File: src/rtl/gpdm_regs.svh
`ifndef GPDM_REGS_SVH
`define GPDM_REGS_SVH
// Register byte addresses (word aligned, Avalon-MM word address = byte/4)
`define GPDM_OFF_PA_DATA     6'h00
`define GPDM_OFF_PA_DIR      6'h04
`define GPDM_OFF_PB_DATA     6'h08
`define GPDM_OFF_PB_DIR      6'h0C
`define GPDM_OFF_PC_DATA     6'h10
`define GPDM_OFF_PC_DIR      6'h14
`define GPDM_OFF_PA_FSEL     6'h18
`define GPDM_OFF_PB_FSEL     6'h1C
`define GPDM_OFF_PA_WAKE     6'h20
`define GPDM_OFF_STATUS      6'h24
// Reset values
`define GPDM_RST_PA_DATA     8'hFF
`define GPDM_RST_PA_DIR      8'hFF
`define GPDM_RST_PB_DATA     7'h7F
`define GPDM_RST_PB_DIR      7'h7F
`define GPDM_RST_PC_DATA     3'h7
`define GPDM_RST_PC_DIR      3'h7
`define GPDM_RST_PA_FSEL     8'h00
`define GPDM_RST_PB_FSEL     7'h00
`define GPDM_RST_PA_WAKE     8'h00
// Field positions
`define GPDM_PBF_CLKOUT      4
`define GPDM_PBF_AN7         3
`define GPDM_STS_WAKE        0
`endif

File: src/rtl/gpdm_pkg.sv
package gpdm_pkg;
    typedef struct packed {
        logic [7:0] a;
        logic [6:0] b;
        logic [2:0] c;
    } gpdm_pins_t;

    typedef struct packed {
        logic t0_primary;
        logic t0_inverted;
        logic t1_primary;
        logic t1_inverted;
    } gpdm_timer_out_t;

    typedef struct packed {
        logic [7:0] analog_sel;
        logic       vref_in_sel;
        logic       vref_out_sel;
        logic       timer0_clock_input;
        logic       timer1_clock_input;
        logic       ext_int_zero;
        logic       ext_int_one;
    } gpdm_periph_in_t;

    typedef enum logic [1:0] {
        GPDM_BUS_IDLE = 2'b01,
        GPDM_BUS_ACK  = 2'b10
    } gpdm_bus_state_t;
endpackage

File: src/rtl/gpdm_port.sv
// The implementer's own choices: the register addresses and the Avalon-MM slave port.
`timescale 1ns/100ps
`include "gpdm_regs.svh"

// What this block does
// - Direction bit one makes the pin input; reads return live pin level.
// - Direction bit zero makes the pin a push-pull output.
// - Reads of an output pin return the output latch, not the pin.
// - Reset sets all data and direction bits to one.
// - Port B direction has bits 6..0; bit 7 reads zero.
// - Port C direction has bits 2..0; bits 7..3 read zero.
// - Port A select 7:6: 00/10 I/O, 01 timer1 primary, 11 analog six.
// - Port A select 5:4: 0X I/O, 10 reference out, 11 analog five.
// - Port A select 3:2: 0X I/O, 10 reference in, 11 analog four.
// - Port A select bit 1: I/O plus timer1 clock, or analog three.
// - Port B select bit 4 gives clock output only while LCD common two off.
// - Port B select bit 3 gives analog seven only while LCD common three off.
// - Port B select bit 7 is unimplemented and reads zero.
// - Analog function wins over any digital function on a pin.
// - One pin feeding several analog modules feeds all of them.
// - Clock output drives the system clock, at most 8 MHz.
// - Bit set/clear is read-modify-write of the whole port byte.
// - Output latch holds until rewritten; inputs sampled when read.
// - Falling edge on a wake-enabled port A pin wakes the device.
module gpdm_port (
    input  wire logic                      sys_clk,
    input  wire logic                      rst,
    input  wire logic [3:0]                avs_address,
    input  wire logic                      avs_read,
    input  wire logic                      avs_write,
    input  wire logic [31:0]               avs_writedata,
    input  wire logic [3:0]                avs_byteenable,
    output logic      [31:0]               avs_readdata,
    output logic                           avs_waitrequest,
    output logic                           avs_response_err,
    input  wire gpdm_pkg::gpdm_pins_t      pin_in,
    output gpdm_pkg::gpdm_pins_t           pin_out,
    output gpdm_pkg::gpdm_pins_t           pin_oe_n,
    input  wire gpdm_pkg::gpdm_timer_out_t timer_out,
    input  wire logic                      lcd_common_two_enable,
    input  wire logic                      lcd_common_three_enable,
    input  wire logic                      low_power_mode,
    output gpdm_pkg::gpdm_periph_in_t      periph_sel,
    output logic                           wakeup_req
);
    logic [7:0] pa_data_q;
    logic [7:0] pa_dir_q;
    logic [6:0] pb_data_q;
    logic [6:0] pb_dir_q;
    logic [2:0] pc_data_q;
    logic [2:0] pc_dir_q;
    logic [7:0] pa_fsel_q;
    logic [6:0] pb_fsel_q;
    logic [7:0] pa_wake_q;
    logic [7:0] pa_prev_q;
    logic       wake_flag_q;
    logic [7:0] rd_byte;
    logic       rd_hit;
    logic [5:0] byte_addr;
    logic       wr_en;
    logic [7:0] wbyte;
    gpdm_pkg::gpdm_bus_state_t bus_q;
    logic       wr_pa_data;
    logic       wr_pa_dir;
    logic       wr_pb_data;
    logic       wr_pb_dir;
    logic       wr_pc_data;
    logic       wr_pc_dir;
    logic       wr_pa_fsel;
    logic       wr_pb_fsel;
    logic       wr_pa_wake;

    // Per-pin routing
    logic [7:0] pa_analog;
    logic [7:0] pa_func_en;
    logic [7:0] pa_func_val;
    logic [6:0] pb_analog;
    logic [6:0] pb_func_en;
    logic [6:0] pb_func_val;
    logic       clkout_en;
    logic       an7_en;
    logic [7:0] pa_out;
    logic [7:0] pa_oe_n;
    logic [6:0] pb_out;
    logic [6:0] pb_oe_n;
    logic [7:0] an_sel;

    assign byte_addr = {avs_address, 2'b00};
    assign wbyte     = avs_writedata[7:0];
    // Write lands on the ack edge, where the master samples waitrequest low
    assign wr_en     = (bus_q == gpdm_pkg::GPDM_BUS_ACK) && avs_write && avs_byteenable[0];

    // One strobe per register keeps each latch in its own process
    assign wr_pa_data = wr_en && (byte_addr == `GPDM_OFF_PA_DATA);
    assign wr_pa_dir  = wr_en && (byte_addr == `GPDM_OFF_PA_DIR);
    assign wr_pb_data = wr_en && (byte_addr == `GPDM_OFF_PB_DATA);
    assign wr_pb_dir  = wr_en && (byte_addr == `GPDM_OFF_PB_DIR);
    assign wr_pc_data = wr_en && (byte_addr == `GPDM_OFF_PC_DATA);
    assign wr_pc_dir  = wr_en && (byte_addr == `GPDM_OFF_PC_DIR);
    assign wr_pa_fsel = wr_en && (byte_addr == `GPDM_OFF_PA_FSEL);
    assign wr_pb_fsel = wr_en && (byte_addr == `GPDM_OFF_PB_FSEL);
    assign wr_pa_wake = wr_en && (byte_addr == `GPDM_OFF_PA_WAKE);

    // One wait state per access so the read mux is registered
    always_ff @(posedge sys_clk or posedge rst) begin
        if (rst) begin
            bus_q <= gpdm_pkg::GPDM_BUS_IDLE;
        end else begin
            case (bus_q)
                gpdm_pkg::GPDM_BUS_IDLE: begin
                    if (avs_read || avs_write) begin
                        bus_q <= gpdm_pkg::GPDM_BUS_ACK;
                    end
                end
                gpdm_pkg::GPDM_BUS_ACK: begin
                    bus_q <= gpdm_pkg::GPDM_BUS_IDLE;
                end
                default: begin
                    bus_q <= gpdm_pkg::GPDM_BUS_IDLE;
                end
            endcase
        end
    end

    assign avs_waitrequest = (avs_read || avs_write) && (bus_q != gpdm_pkg::GPDM_BUS_ACK);

    // Data latches hold until software writes them again
    always_ff @(posedge sys_clk or posedge rst) begin
        if (rst) begin
            pa_data_q <= `GPDM_RST_PA_DATA;
        end else if (wr_pa_data) begin
            pa_data_q <= wbyte;
        end
    end

    always_ff @(posedge sys_clk or posedge rst) begin
        if (rst) begin
            pb_data_q <= `GPDM_RST_PB_DATA;
        end else if (wr_pb_data) begin
            pb_data_q <= wbyte[6:0];
        end
    end

    always_ff @(posedge sys_clk or posedge rst) begin
        if (rst) begin
            pc_data_q <= `GPDM_RST_PC_DATA;
        end else if (wr_pc_data) begin
            pc_data_q <= wbyte[2:0];
        end
    end

    // A one in a direction bit makes the pin an input
    always_ff @(posedge sys_clk or posedge rst) begin
        if (rst) begin
            pa_dir_q <= `GPDM_RST_PA_DIR;
        end else if (wr_pa_dir) begin
            pa_dir_q <= wbyte;
        end
    end

    always_ff @(posedge sys_clk or posedge rst) begin
        if (rst) begin
            pb_dir_q <= `GPDM_RST_PB_DIR;
        end else if (wr_pb_dir) begin
            pb_dir_q <= wbyte[6:0];
        end
    end

    always_ff @(posedge sys_clk or posedge rst) begin
        if (rst) begin
            pc_dir_q <= `GPDM_RST_PC_DIR;
        end else if (wr_pc_dir) begin
            pc_dir_q <= wbyte[2:0];
        end
    end

    // Select and wake-enable registers
    always_ff @(posedge sys_clk or posedge rst) begin
        if (rst) begin
            pa_fsel_q <= `GPDM_RST_PA_FSEL;
        end else if (wr_pa_fsel) begin
            pa_fsel_q <= wbyte;
        end
    end

    always_ff @(posedge sys_clk or posedge rst) begin
        if (rst) begin
            pb_fsel_q <= `GPDM_RST_PB_FSEL;
        end else if (wr_pb_fsel) begin
            pb_fsel_q <= wbyte[6:0];
        end
    end

    always_ff @(posedge sys_clk or posedge rst) begin
        if (rst) begin
            pa_wake_q <= `GPDM_RST_PA_WAKE;
        end else if (wr_pa_wake) begin
            pa_wake_q <= wbyte;
        end
    end

    // Port A function decode
    always_comb begin
        pa_analog   = 8'h00;
        pa_func_en  = 8'h00;
        pa_func_val = 8'h00;
        // Bits 7:6 -> pin 7
        pa_analog[7]   = (pa_fsel_q[7:6] == 2'b11);
        pa_func_en[7]  = (pa_fsel_q[7:6] == 2'b01);
        pa_func_val[7] = timer_out.t1_primary;
        // Bits 5:4 -> pin 6; reference output is analog too
        pa_analog[6]   = pa_fsel_q[5];
        // Bits 3:2 -> pin 5
        pa_analog[5]   = pa_fsel_q[3];
        pa_analog[4]   = pa_fsel_q[1];
        pa_func_en[0]  = pa_fsel_q[0];
        pa_func_val[0] = timer_out.t0_primary;
    end

    assign clkout_en = pb_fsel_q[`GPDM_PBF_CLKOUT] && !lcd_common_two_enable;
    assign an7_en    = pb_fsel_q[`GPDM_PBF_AN7] && !lcd_common_three_enable;

    // Port B function decode
    always_comb begin
        pb_analog      = 7'h00;
        pb_func_en     = 7'h00;
        pb_func_val    = 7'h00;
        pb_func_en[6]  = pb_fsel_q[6];
        pb_func_val[6] = timer_out.t1_inverted;
        pb_func_en[5]  = pb_fsel_q[5];
        pb_func_val[5] = timer_out.t0_inverted;
        // Clock output follows sys_clk (8 MHz system in the real part)
        pb_func_en[4]  = clkout_en;
        pb_func_val[4] = sys_clk;
        pb_analog[3]   = an7_en;
        pb_analog[2:0] = pb_fsel_q[2:0];
    end

    // Pin drivers: analog first, then function, then latch
    genvar gi;
    generate
        for (gi = 0; gi < 8; gi++) begin : g_pa
            logic bit_out;
            logic bit_oe_n;
            always_comb begin
                if (pa_analog[gi]) begin
                    bit_out  = 1'b0;
                    bit_oe_n = 1'b1;
                end else if (pa_func_en[gi]) begin
                    bit_out  = pa_func_val[gi];
                    bit_oe_n = 1'b0;
                end else begin
                    bit_out  = pa_data_q[gi];
                    bit_oe_n = pa_dir_q[gi];
                end
            end
            assign pa_out[gi]  = bit_out;
            assign pa_oe_n[gi] = bit_oe_n;
        end
        for (gi = 0; gi < 7; gi++) begin : g_pb
            logic bit_out;
            logic bit_oe_n;
            always_comb begin
                if (pb_analog[gi]) begin
                    bit_out  = 1'b0;
                    bit_oe_n = 1'b1;
                end else if (pb_func_en[gi]) begin
                    bit_out  = pb_func_val[gi];
                    bit_oe_n = 1'b0;
                end else begin
                    bit_out  = pb_data_q[gi];
                    bit_oe_n = pb_dir_q[gi];
                end
            end
            assign pb_out[gi]  = bit_out;
            assign pb_oe_n[gi] = bit_oe_n;
        end
    endgenerate

    // Port C has no alternate functions; one driver per output struct
    assign pin_out  = '{a: pa_out, b: pb_out, c: pc_data_q};
    assign pin_oe_n = '{a: pa_oe_n, b: pb_oe_n, c: pc_dir_q};

    // Reference codes park the pad but reach no converter input
    assign an_sel[7]   = pb_analog[3];
    assign an_sel[6]   = pa_analog[7];
    assign an_sel[5]   = (pa_fsel_q[5:4] == 2'b11);
    assign an_sel[4]   = (pa_fsel_q[3:2] == 2'b11);
    assign an_sel[3]   = pa_analog[4];
    assign an_sel[2:0] = pb_analog[2:0];

    // Analog inputs fan out to every module that selects them
    assign periph_sel.analog_sel = an_sel;
    assign periph_sel.vref_in_sel        = (pa_fsel_q[3:2] == 2'b10);
    assign periph_sel.vref_out_sel       = (pa_fsel_q[5:4] == 2'b10);
    assign periph_sel.timer1_clock_input = !pa_fsel_q[1];
    assign periph_sel.timer0_clock_input = !pb_fsel_q[2];
    assign periph_sel.ext_int_one        = !pb_fsel_q[1];
    assign periph_sel.ext_int_zero       = !pb_fsel_q[0];

    // Wake on falling edge of an enabled port A pin
    always_ff @(posedge sys_clk or posedge rst) begin
        if (rst) begin
            pa_prev_q <= 8'hFF;
        end else begin
            pa_prev_q <= pin_in.a;
        end
    end

    always_ff @(posedge sys_clk or posedge rst) begin
        if (rst) begin
            wake_flag_q <= 1'b0;
        end else if (low_power_mode && |(pa_wake_q & pa_prev_q & ~pin_in.a)) begin
            wake_flag_q <= 1'b1;
        end else if (!low_power_mode) begin
            wake_flag_q <= 1'b0;
        end
    end

    assign wakeup_req = wake_flag_q;

    // Read mux: input pins give live level, outputs give the latch
    always_comb begin
        rd_byte = 8'h00;
        rd_hit  = 1'b1;
        case (byte_addr)
            `GPDM_OFF_PA_DATA: rd_byte = (pa_dir_q & pin_in.a) | (~pa_dir_q & pa_data_q);
            `GPDM_OFF_PB_DATA: rd_byte = {1'b0, (pb_dir_q & pin_in.b) | (~pb_dir_q & pb_data_q)};
            `GPDM_OFF_PC_DATA: rd_byte = {5'h00, (pc_dir_q & pin_in.c) | (~pc_dir_q & pc_data_q)};
            `GPDM_OFF_PA_DIR:  rd_byte = pa_dir_q;
            `GPDM_OFF_PB_DIR:  rd_byte = {1'b0, pb_dir_q};
            `GPDM_OFF_PC_DIR:  rd_byte = {5'h00, pc_dir_q};
            `GPDM_OFF_PA_FSEL: rd_byte = pa_fsel_q;
            `GPDM_OFF_PB_FSEL: rd_byte = {1'b0, pb_fsel_q};
            `GPDM_OFF_PA_WAKE: rd_byte = pa_wake_q;
            `GPDM_OFF_STATUS:  rd_byte = {7'h00, wake_flag_q};
            default:           rd_hit  = 1'b0;
        endcase
    end

    // Pins sampled in the request cycle; a bit op is then a read and a write (RMW)
    always_ff @(posedge sys_clk or posedge rst) begin
        if (rst) begin
            avs_readdata     <= 32'h0000_0000;
            avs_response_err <= 1'b0;
        end else if (bus_q == gpdm_pkg::GPDM_BUS_IDLE) begin
            avs_readdata     <= {24'h00_0000, rd_byte};
            avs_response_err <= !rd_hit;
        end
    end
endmodule // gpdm_port

File: config.mk
export PLATFORM = sky130hd
export DESIGN_NAME = gpdm_port
export DESIGN_NICKNAME = d
export VERILOG_FILES = /design/src/rtl/gpdm_pkg.sv /design/src/rtl/gpdm_port.sv
export VERILOG_INCLUDE_DIRS = /design/src /design/src/rtl
export SDC_FILE = /design/constraint.sdc
export NUM_CORES = 1
export LEC_CHECK = 0
export BUFFER_PORTS_ARGS = -buffer_cell sky130_fd_sc_hd__buf_2
export CAP_MARGIN = 5
export CORE_ASPECT_RATIO = 1.2
export CORE_MARGIN = 2
export CORE_UTILIZATION = 55
export DETAILED_ROUTE_END_ITERATION = 10
export PLACE_DENSITY = 0.83
export SYNTH_ARGS = -nofsm -noshare
export SYNTH_HDL_FRONTEND = slang
export SYNTH_SLANG_ARGS = --single-unit
File: constraint.sdc
create_clock -name sys_clk -period 5.8 [get_ports sys_clk]
set_input_delay 0.29 -clock sys_clk [delete_from_list [all_inputs] [get_ports sys_clk]]
set_output_delay 0.29 -clock sys_clk [all_outputs]
set_load 0.02 [all_outputs]
Yosys cells after proc, flatten, opt, wreduce, memory -nomap -nowiden:

Index checks and enable logic that the tools add are counted.

* equality and inequality tests: 20
* muxes and demuxes: 32
* bitwise logic cells: 15
* reductions and logical operators: 26

Operator list (count)
* one-hot mux 8 bit (10 select lines): 1
* AND 8 bit: 4
* two-way mux 1 bit: 29
* equality test 4 x 3 -> 1 bit (second input constant): 4
* NOT 8 bit: 2
* logical AND 1 bit: 15
* AND 7 bit: 2
* equality test 2 bit (second input constant): 6
* OR reduction 10 bit: 1
* equality test 4 x 2 -> 1 bit (second input constant): 2
* equality test 4 bit (second input constant): 2
* bitwise OR 8 bit: 1
* OR reduction 8 bit: 1
* zero test 1 bit: 7
* NOT 7 bit: 1
* bitwise OR 7 bit: 1
* AND 3 bit: 2
* zero test 6 bit: 1
* equality test 2 x 1 -> 1 bit (second input constant): 2
* equality test 4 x 1 -> 1 bit (second input constant): 1
* two-way mux 2 bit: 2
* != test 2 bit (second input constant): 2
* NOT 3 bit: 1
* bitwise OR 3 bit: 1
* other kinds (2): 2

* register bits: 79
* input bits: 69
* output and inout port bits: 85
* logic and storage cells: 107

Depth between registers and ports, before layout:

Gate-level depths: netlist of run 1.

* depth after elaboration: 5
* mapped depth: 7
* depth with buffers taken out: 5

==> results.cfg, run 1 <==
[final_layout]
nets = 550
finish.utilization_pct = 63.1
multi_input_area_um2 = 2020
fillers = 652
seq_area_um2 = 2030
drive_above_1_share_pct = 50.4
synthToLayoutAreaGrowth_pct = 12.0
antenna_cells = 0

[setup_path]
worst-path-buf-inv = 3
cp.arrival_ps = 3530
start_kind = clock port
slowest_stage = mux2_2
endpoint_kind = output port
crit_type = clk -> out
critical-path-max-stage-delay_ps = 250
cp_max_fo = 2
crit_chain = clkbuf_8 > clkbuf_8 > mux2_2 > buf_2
critPathTopFamily = buffers and inverters
cp_common_cell = clkbuf_8
crit_required_ps = 5510

[global_routing]
overflow = 0
track_usage_pct = 24.4
grt_first_pass_wirelength_um = 16800
grt_pass1_vias = 3317
grt_antenna_before_repair = 0
grt_max_degree = 80

[power]
leakage_nw = 2.46
max-vdd-ir-drop_mv = 0.261
power_density_nw_per_um2 = 323

[run_status]
status = completed

[timing]
worst_pin_slew_ps = 1030
finalSetupViolCount = 0
hold_viol = 0
max_slew_margin_pct = 30.4
fin_tns_setup_ps = 0
final-max-slew-violation-count = 0
grt_setup_unrepaired = no
finalClockSkew_ps = 8.16
holdWs_ps = 17.5

[drt]
drt-total-wl_um = 10700
drt_iter0_drc = 349
ant_nets = 0
wire_per_inst_um = 18.4
first_pass_iters = 5
drcViolationCount = 0
routed_via_density = 5.71
num_vias = 3318

[synthesis]
synthTopCellsByArea = dfstp_2 (26%), dfrtp_1 (19%), mux2_2 (12%)
yosysSeqAreaShare_pct = 44.7
ys_ff_latch = 79
synth_top_area_share_pct = 26.0
synth_commonest_cells = buf_4 (62), mux2_2 (48), dfstp_2 (45)
async_reset_ff_share_pct = 100
synth.most_common_cell = buf_4
yosysTopAreaCell = dfstp_2
ys_types = 59
synth_edf_count = 0
yosys_warnings = 0
synth_area_um2 = 4550
synth_ff_type = dfstp_2
synth.avg_cell_area_um2 = 11.1
syn_inst = 408

[floorplan]
die_area_um2 = 9010
die_w_um = 87.0
initial_core_util_pct = 56.4
core_um2 = 8060
pin_count = 154
row_count = 36
die_y_um = 104

[run]
cap_violations = 0

[clock_network]
clock_latency_ps = 460
cts_tree = built
clk_pin_slew_ps = 70

[placement]
portBuffers = 102
place_congestion = 0.898
dpl.hpwl_um = 7540

[worst_hold_path]
hold_class = in -> reg
[what timing repair did]
action                    4_1_cts  5_1_grt
resized for setup               0        0
hold buffers                    8        0
hold endpoints to repair        8        0
buffers inserted                0        0
[cells by family (layout without fill, tap and decap cells)]
kind of cell,after synthesis,after routing,synth area share (%)
mux,74,74,19.2
flops,79,79,44.7
simple gates,111,111,15.1
compound gates,55,55,8.12
other cells,1,24,0.0825
buf+inv,88,143,12.7
[area by class of cell]
type,count,share of cell area [%]
multi-input cells,264,39.7
flip-flops and latches,79,39.9
inverters,13,0.958
well taps,95,2.33
clock buffers,15,3.88
repair buffers,110,11.6
clock inverters,5,1.57
[power by group]
| part | leakage, nW | internal [W] | total [W] | switching (W) |
|---|---|---|---|---|
| logic | 1.39 | 0.000163 | 0.000410 | 0.000247 |
| clock network | 0.144 | 0.000310 | 0.000520 | 0.000210 |
| registers | 0.926 | 0.000652 | 0.000716 | 0.0000647 |
| total | 2.46 | 0.00113 | 0.00165 | 0.000522 |
[path summary, 6_finish.rpt]
path | from | depth (start not counted) | end | slack (ps)
max | sys_clk | 4 | pin_out[7] | 1980
min | avs_read | 2 | bus_q[0] | 20
max reg2reg | bus_q[1] | 5 | pb_dir_q[2] | 3800
min reg2reg | avs_readdata[7] | 2 | avs_readdata[7] | 510
max in group asynchronous | rst | 3 | avs_readdata[1] | 5060
min in group asynchronous | rst | 3 | pa_fsel_q[2] | 120
[per-stage QoR]
| step | total power [W] | instances | worst slack [ps] | cell area (um2) |
|---|---|---|---|---|
| finish | 0.00165 | 581 | 1980 | 5090 |
| global route | 0.00172 | 581 | 1960 | 5090 |
| CTS | 0.00165 | 581 | 1980 | 5090 |
| detailed placement | 0.00113 | 554 | 2220 | 4740 |
| global placement | 0.00112 | 554 | 2220 | 4740 |
| floorplan | 0.00105 | 431 | 2220 | 4630 |
[per-layer routing]
layer / share of wire, % / track usage [%] / vias up
li1: - / - / 1512
met1: 40 / 30.9 / 1613
met2: 50 / 38.9 / 160
met3: 6.5 / 4.46 / 33
met4: 4.3 / 13.7 / 0
met5: 0 / 0 / -
[flip-flops by register name, indices dropped and copies added (netlist names)]
| signal | cells |
|---|---|
| pb_fsel_q | 7 |
| avs_readdata | 8 |
| pa_prev_q | 8 |
| pa_data_q | 8 |
| pc_data_q | 3 |
| bus_q | 2 |
| pa_fsel_q | 8 |
| pa_wake_q | 8 |
| pa_dir_q | 8 |
| pc_dir_q | 3 |
| avs_response_err | 1 |
| wakeup_req | 1 |
| pb_data_q | 7 |
| pb_dir_q | 7 |
[layout by cell type, fill, tap and decap left out, types with 6 or more instances in the layout]
master / netlist / layout
a21oi_1: 6 / 6
o21ai_0: 20 / 20
nand3b_1: 12 / 12
nor2_1: 15 / 15
clkbuf_8: 0 / 14
nor2b_1: 15 / 15
buf_2: 7 / 102
conb_1: 1 / 24
mux2_2: 48 / 48
inv_1: 13 / 12
mux2i_1: 11 / 11
dfstp_2: 45 / 45
nand2b_1: 7 / 7
or2_2: 7 / 7
nand2_1: 15 / 15
mux2_4: 14 / 14
dlygate4sd3_1: 0 / 8
dfrtp_1: 34 / 34
Power figures use the tool's default switching activity.
==> run 2: changes to the inputs <==
--- a/config.mk
+++ b/config.mk
@@ -6,13 +6,14 @@
 export SDC_FILE = /design/constraint.sdc
 export NUM_CORES = 1
 export LEC_CHECK = 0
+export ABC_AREA = 1
 export BUFFER_PORTS_ARGS = -buffer_cell sky130_fd_sc_hd__buf_2
 export CAP_MARGIN = 5
 export CORE_ASPECT_RATIO = 1.2
 export CORE_MARGIN = 2
-export CORE_UTILIZATION = 55
+export CORE_UTILIZATION = 51
 export DETAILED_ROUTE_END_ITERATION = 10
-export PLACE_DENSITY = 0.83
+export PLACE_DENSITY = 0.78
 export SYNTH_ARGS = -nofsm -noshare
 export SYNTH_HDL_FRONTEND = slang
 export SYNTH_SLANG_ARGS = --single-unit
==> constraint.sdc (replaced) <==
create_clock -name sys_clk -period 3.68 [get_ports sys_clk]
set_input_delay 0.184 -clock sys_clk [delete_from_list [all_inputs] [get_ports sys_clk]]
set_output_delay 0.184 -clock sys_clk [all_outputs]
set_load 0.02 [all_outputs]
==> results.cfg, run 2 <==
[setup_path]
critical-path-max-stage-delay_ps = 160
slowest_stage = buf_2
crit_required_ps = 3500
cp_common_cell = clkbuf_8
cp_max_fo = 2
endpoint_kind = output port
crit_chain = clkbuf_8 > clkbuf_8 > nand2_1 > o21ai_0 > buf_2
crit_type = clk -> out
cp.arrival_ps = 2330
start_kind = clock port

[final_layout]
final_cell_mix = nand2_1 (179), buf_2 (102), o21ai_0 (80)
finish.utilization_pct = 59.5
synthToLayoutAreaGrowth_pct = 13.8
nets = 741
layout_commonest_cell = nand2_1
antenna_cells = 0
drive_above_1_share_pct = 28.5
fillers = 818

[global_routing]
grtUsageMet3_pct = 5.08
grt_use_met1_pct = 30.9
grt_first_pass_wirelength_um = 17500
grt_pass1_vias = 3631
grt_util_met2_pct = 41.9
track_usage_pct = 24.7
grt_max_degree = 44
grt_antenna_before_repair = 0
grt.busiest_layer = met2
overflow = 0

[timing]
grt_setup_unrepaired = no
fin_tns_setup_ps = 0
finalSetupViolCount = 0
finalClockSkew_ps = 5.05
final-max-slew-violation-count = 0
hold_viol = 0
setup_slack_ps = 1160
worst_pin_slew_ps = 796
max_slew_margin_pct = 46.8

[drt]
ant_nets = 0
drt-total-wl_um = 11000
drcViolationCount = 0
first_pass_iters = 5
routed_via_density = 4.81
drt_iter0_drc = 212
wire_per_inst_um = 13.8
num_vias = 3818

[synthesis]
synth.avg_cell_area_um2 = 7.59
synth_edf_count = 0
synth_commonest_cells = nand2_1 (179), o21ai_0 (80), buf_4 (63), inv_1 (63), nor2_1 (55)
synthTopCellsByArea = dfstp_2 (26%), dfrtp_1 (19%), nand2_1 (15%)
synth.most_common_cell = nand2_1
yosys_warnings = 0
ys_ff_latch = 79
ys_types = 24
synth_area_um2 = 4480
synth_ff_type = dfstp_2
yosysSeqAreaShare_pct = 45.4
yosysTopAreaCell = dfstp_2
synth_top_area_share_pct = 26.4
async_reset_ff_share_pct = 100
syn_inst = 590

[run_status]
status = completed

[clock_network]
clock_latency_ps = 460
post-cts-setup-buffers = 0
cts_tree = built
clk_pin_slew_ps = 70

[floorplan]
die_area_um2 = 9540
row_count = 37
pin_count = 154
die_y_um = 107
core_um2 = 8560
die_w_um = 89.5
initial_core_util_pct = 52.3

[placement]
place_congestion = 0.891
portBuffers = 102
pre_cts_slack_ps = 1410
dpl.hpwl_um = 8340

[power]
leakage_nw = 2.56
power_density_nw_per_um2 = 489
max-vdd-ir-drop_mv = 0.214

[worst_hold_path]
hold_class = in -> reg

[run]
cap_violations = 0
==> run 2: stage by stage <==
stage / std cells / area (um2) / hold slack [ps] / power [W]
2_1_floorplan: 613 / 4560 / 188 / 0.00158
5_1_grt: 794 / 5090 / 83.9 / 0.00263
4_1_cts: 794 / 5090 / 15.2 / 0.00251
6_report: 794 / 5090 / 18.5 / 0.00249
3_3_place_gp: 764 / 4720 / 301 / 0.00168
3_5_place_dp: 764 / 4720 / 301 / 0.00170
==> run 2: cell type report <==
| type | count | area (um2) | share of cell area [%] |
|---|---|---|---|
| Inverter | 66 | 248 | 4.86 |
| Clock inverter | 5 | 81.3 | 1.60 |
| Timing Repair Buffer | 113 | 636 | 12.5 |
| Multi-Input combinational cell | 399 | 1760 | 34.6 |
| Sequential cell | 79 | 2030 | 39.9 |
| Clock buffer | 15 | 188 | 3.69 |
| Tap cell | 117 | 146 | 2.87 |
==> run 2: layer usage <==
metal / vias up / wire length (um)
li1: 1911 / -
met1: 1763 / 4620
met2: 128 / 5540
met3: 16 / 597
met4: 0 / 212
met5: - / 0
==> run 2: final timing paths <==
check / cells past startpoint / slack (ps) / startpoint / to
worst max register to register: 4 / 1820 / bus_q[0] / pb_data_q[5]
max in group asynchronous: 4 / 2510 / rst / bus_q[0]
worst max-delay path: 5 / 1160 / sys_clk / pin_out[7]
worst min-delay path: 3 / 20 / avs_read / bus_q[1]
worst min register to register: 2 / 480 / avs_readdata[7] / avs_readdata[7]
min in group asynchronous: 3 / 420 / rst / pa_fsel_q[0]
==> run 2: cell families (layout without fill, tap and decap cells) <==
group                  after synthesis  after routing  synth area share, %
AO/OA/AOI/OAI                       89             89                 10.0
buffers and inverters              135            199                 17.2
flip-flops                          79             79                 45.4
multiplexers                         1              1                0.252
other                                1             24               0.0838
AND/OR/NAND/NOR                    285            285                 27.1
==> run 2: report_power, final <==
part / leakage (nW) / internal, W / switching (W) / total [W]
combinational: 1.49 / 0.000180 / 0.000387 / 0.000566
sequential: 0.932 / 0.00102 / 0.0000977 / 0.00112
clock: 0.139 / 0.000471 / 0.000335 / 0.000806
==> run 2: critical path: cells and delay by family <==
family | cells | cell delay, ps
AOI/OAI and AO/OA | 1 | 60
buffers and inverters | 3 | 390
and+or+nand+nor | 1 | 50
==> run 2: timing repair <==
item | in CTS | in global routing
gates resized for setup | 0 | 0
hold buffers | 11 | 0
endpoints found under the hold margin | 22 | 0
setup endpoints to repair | 0 | 0
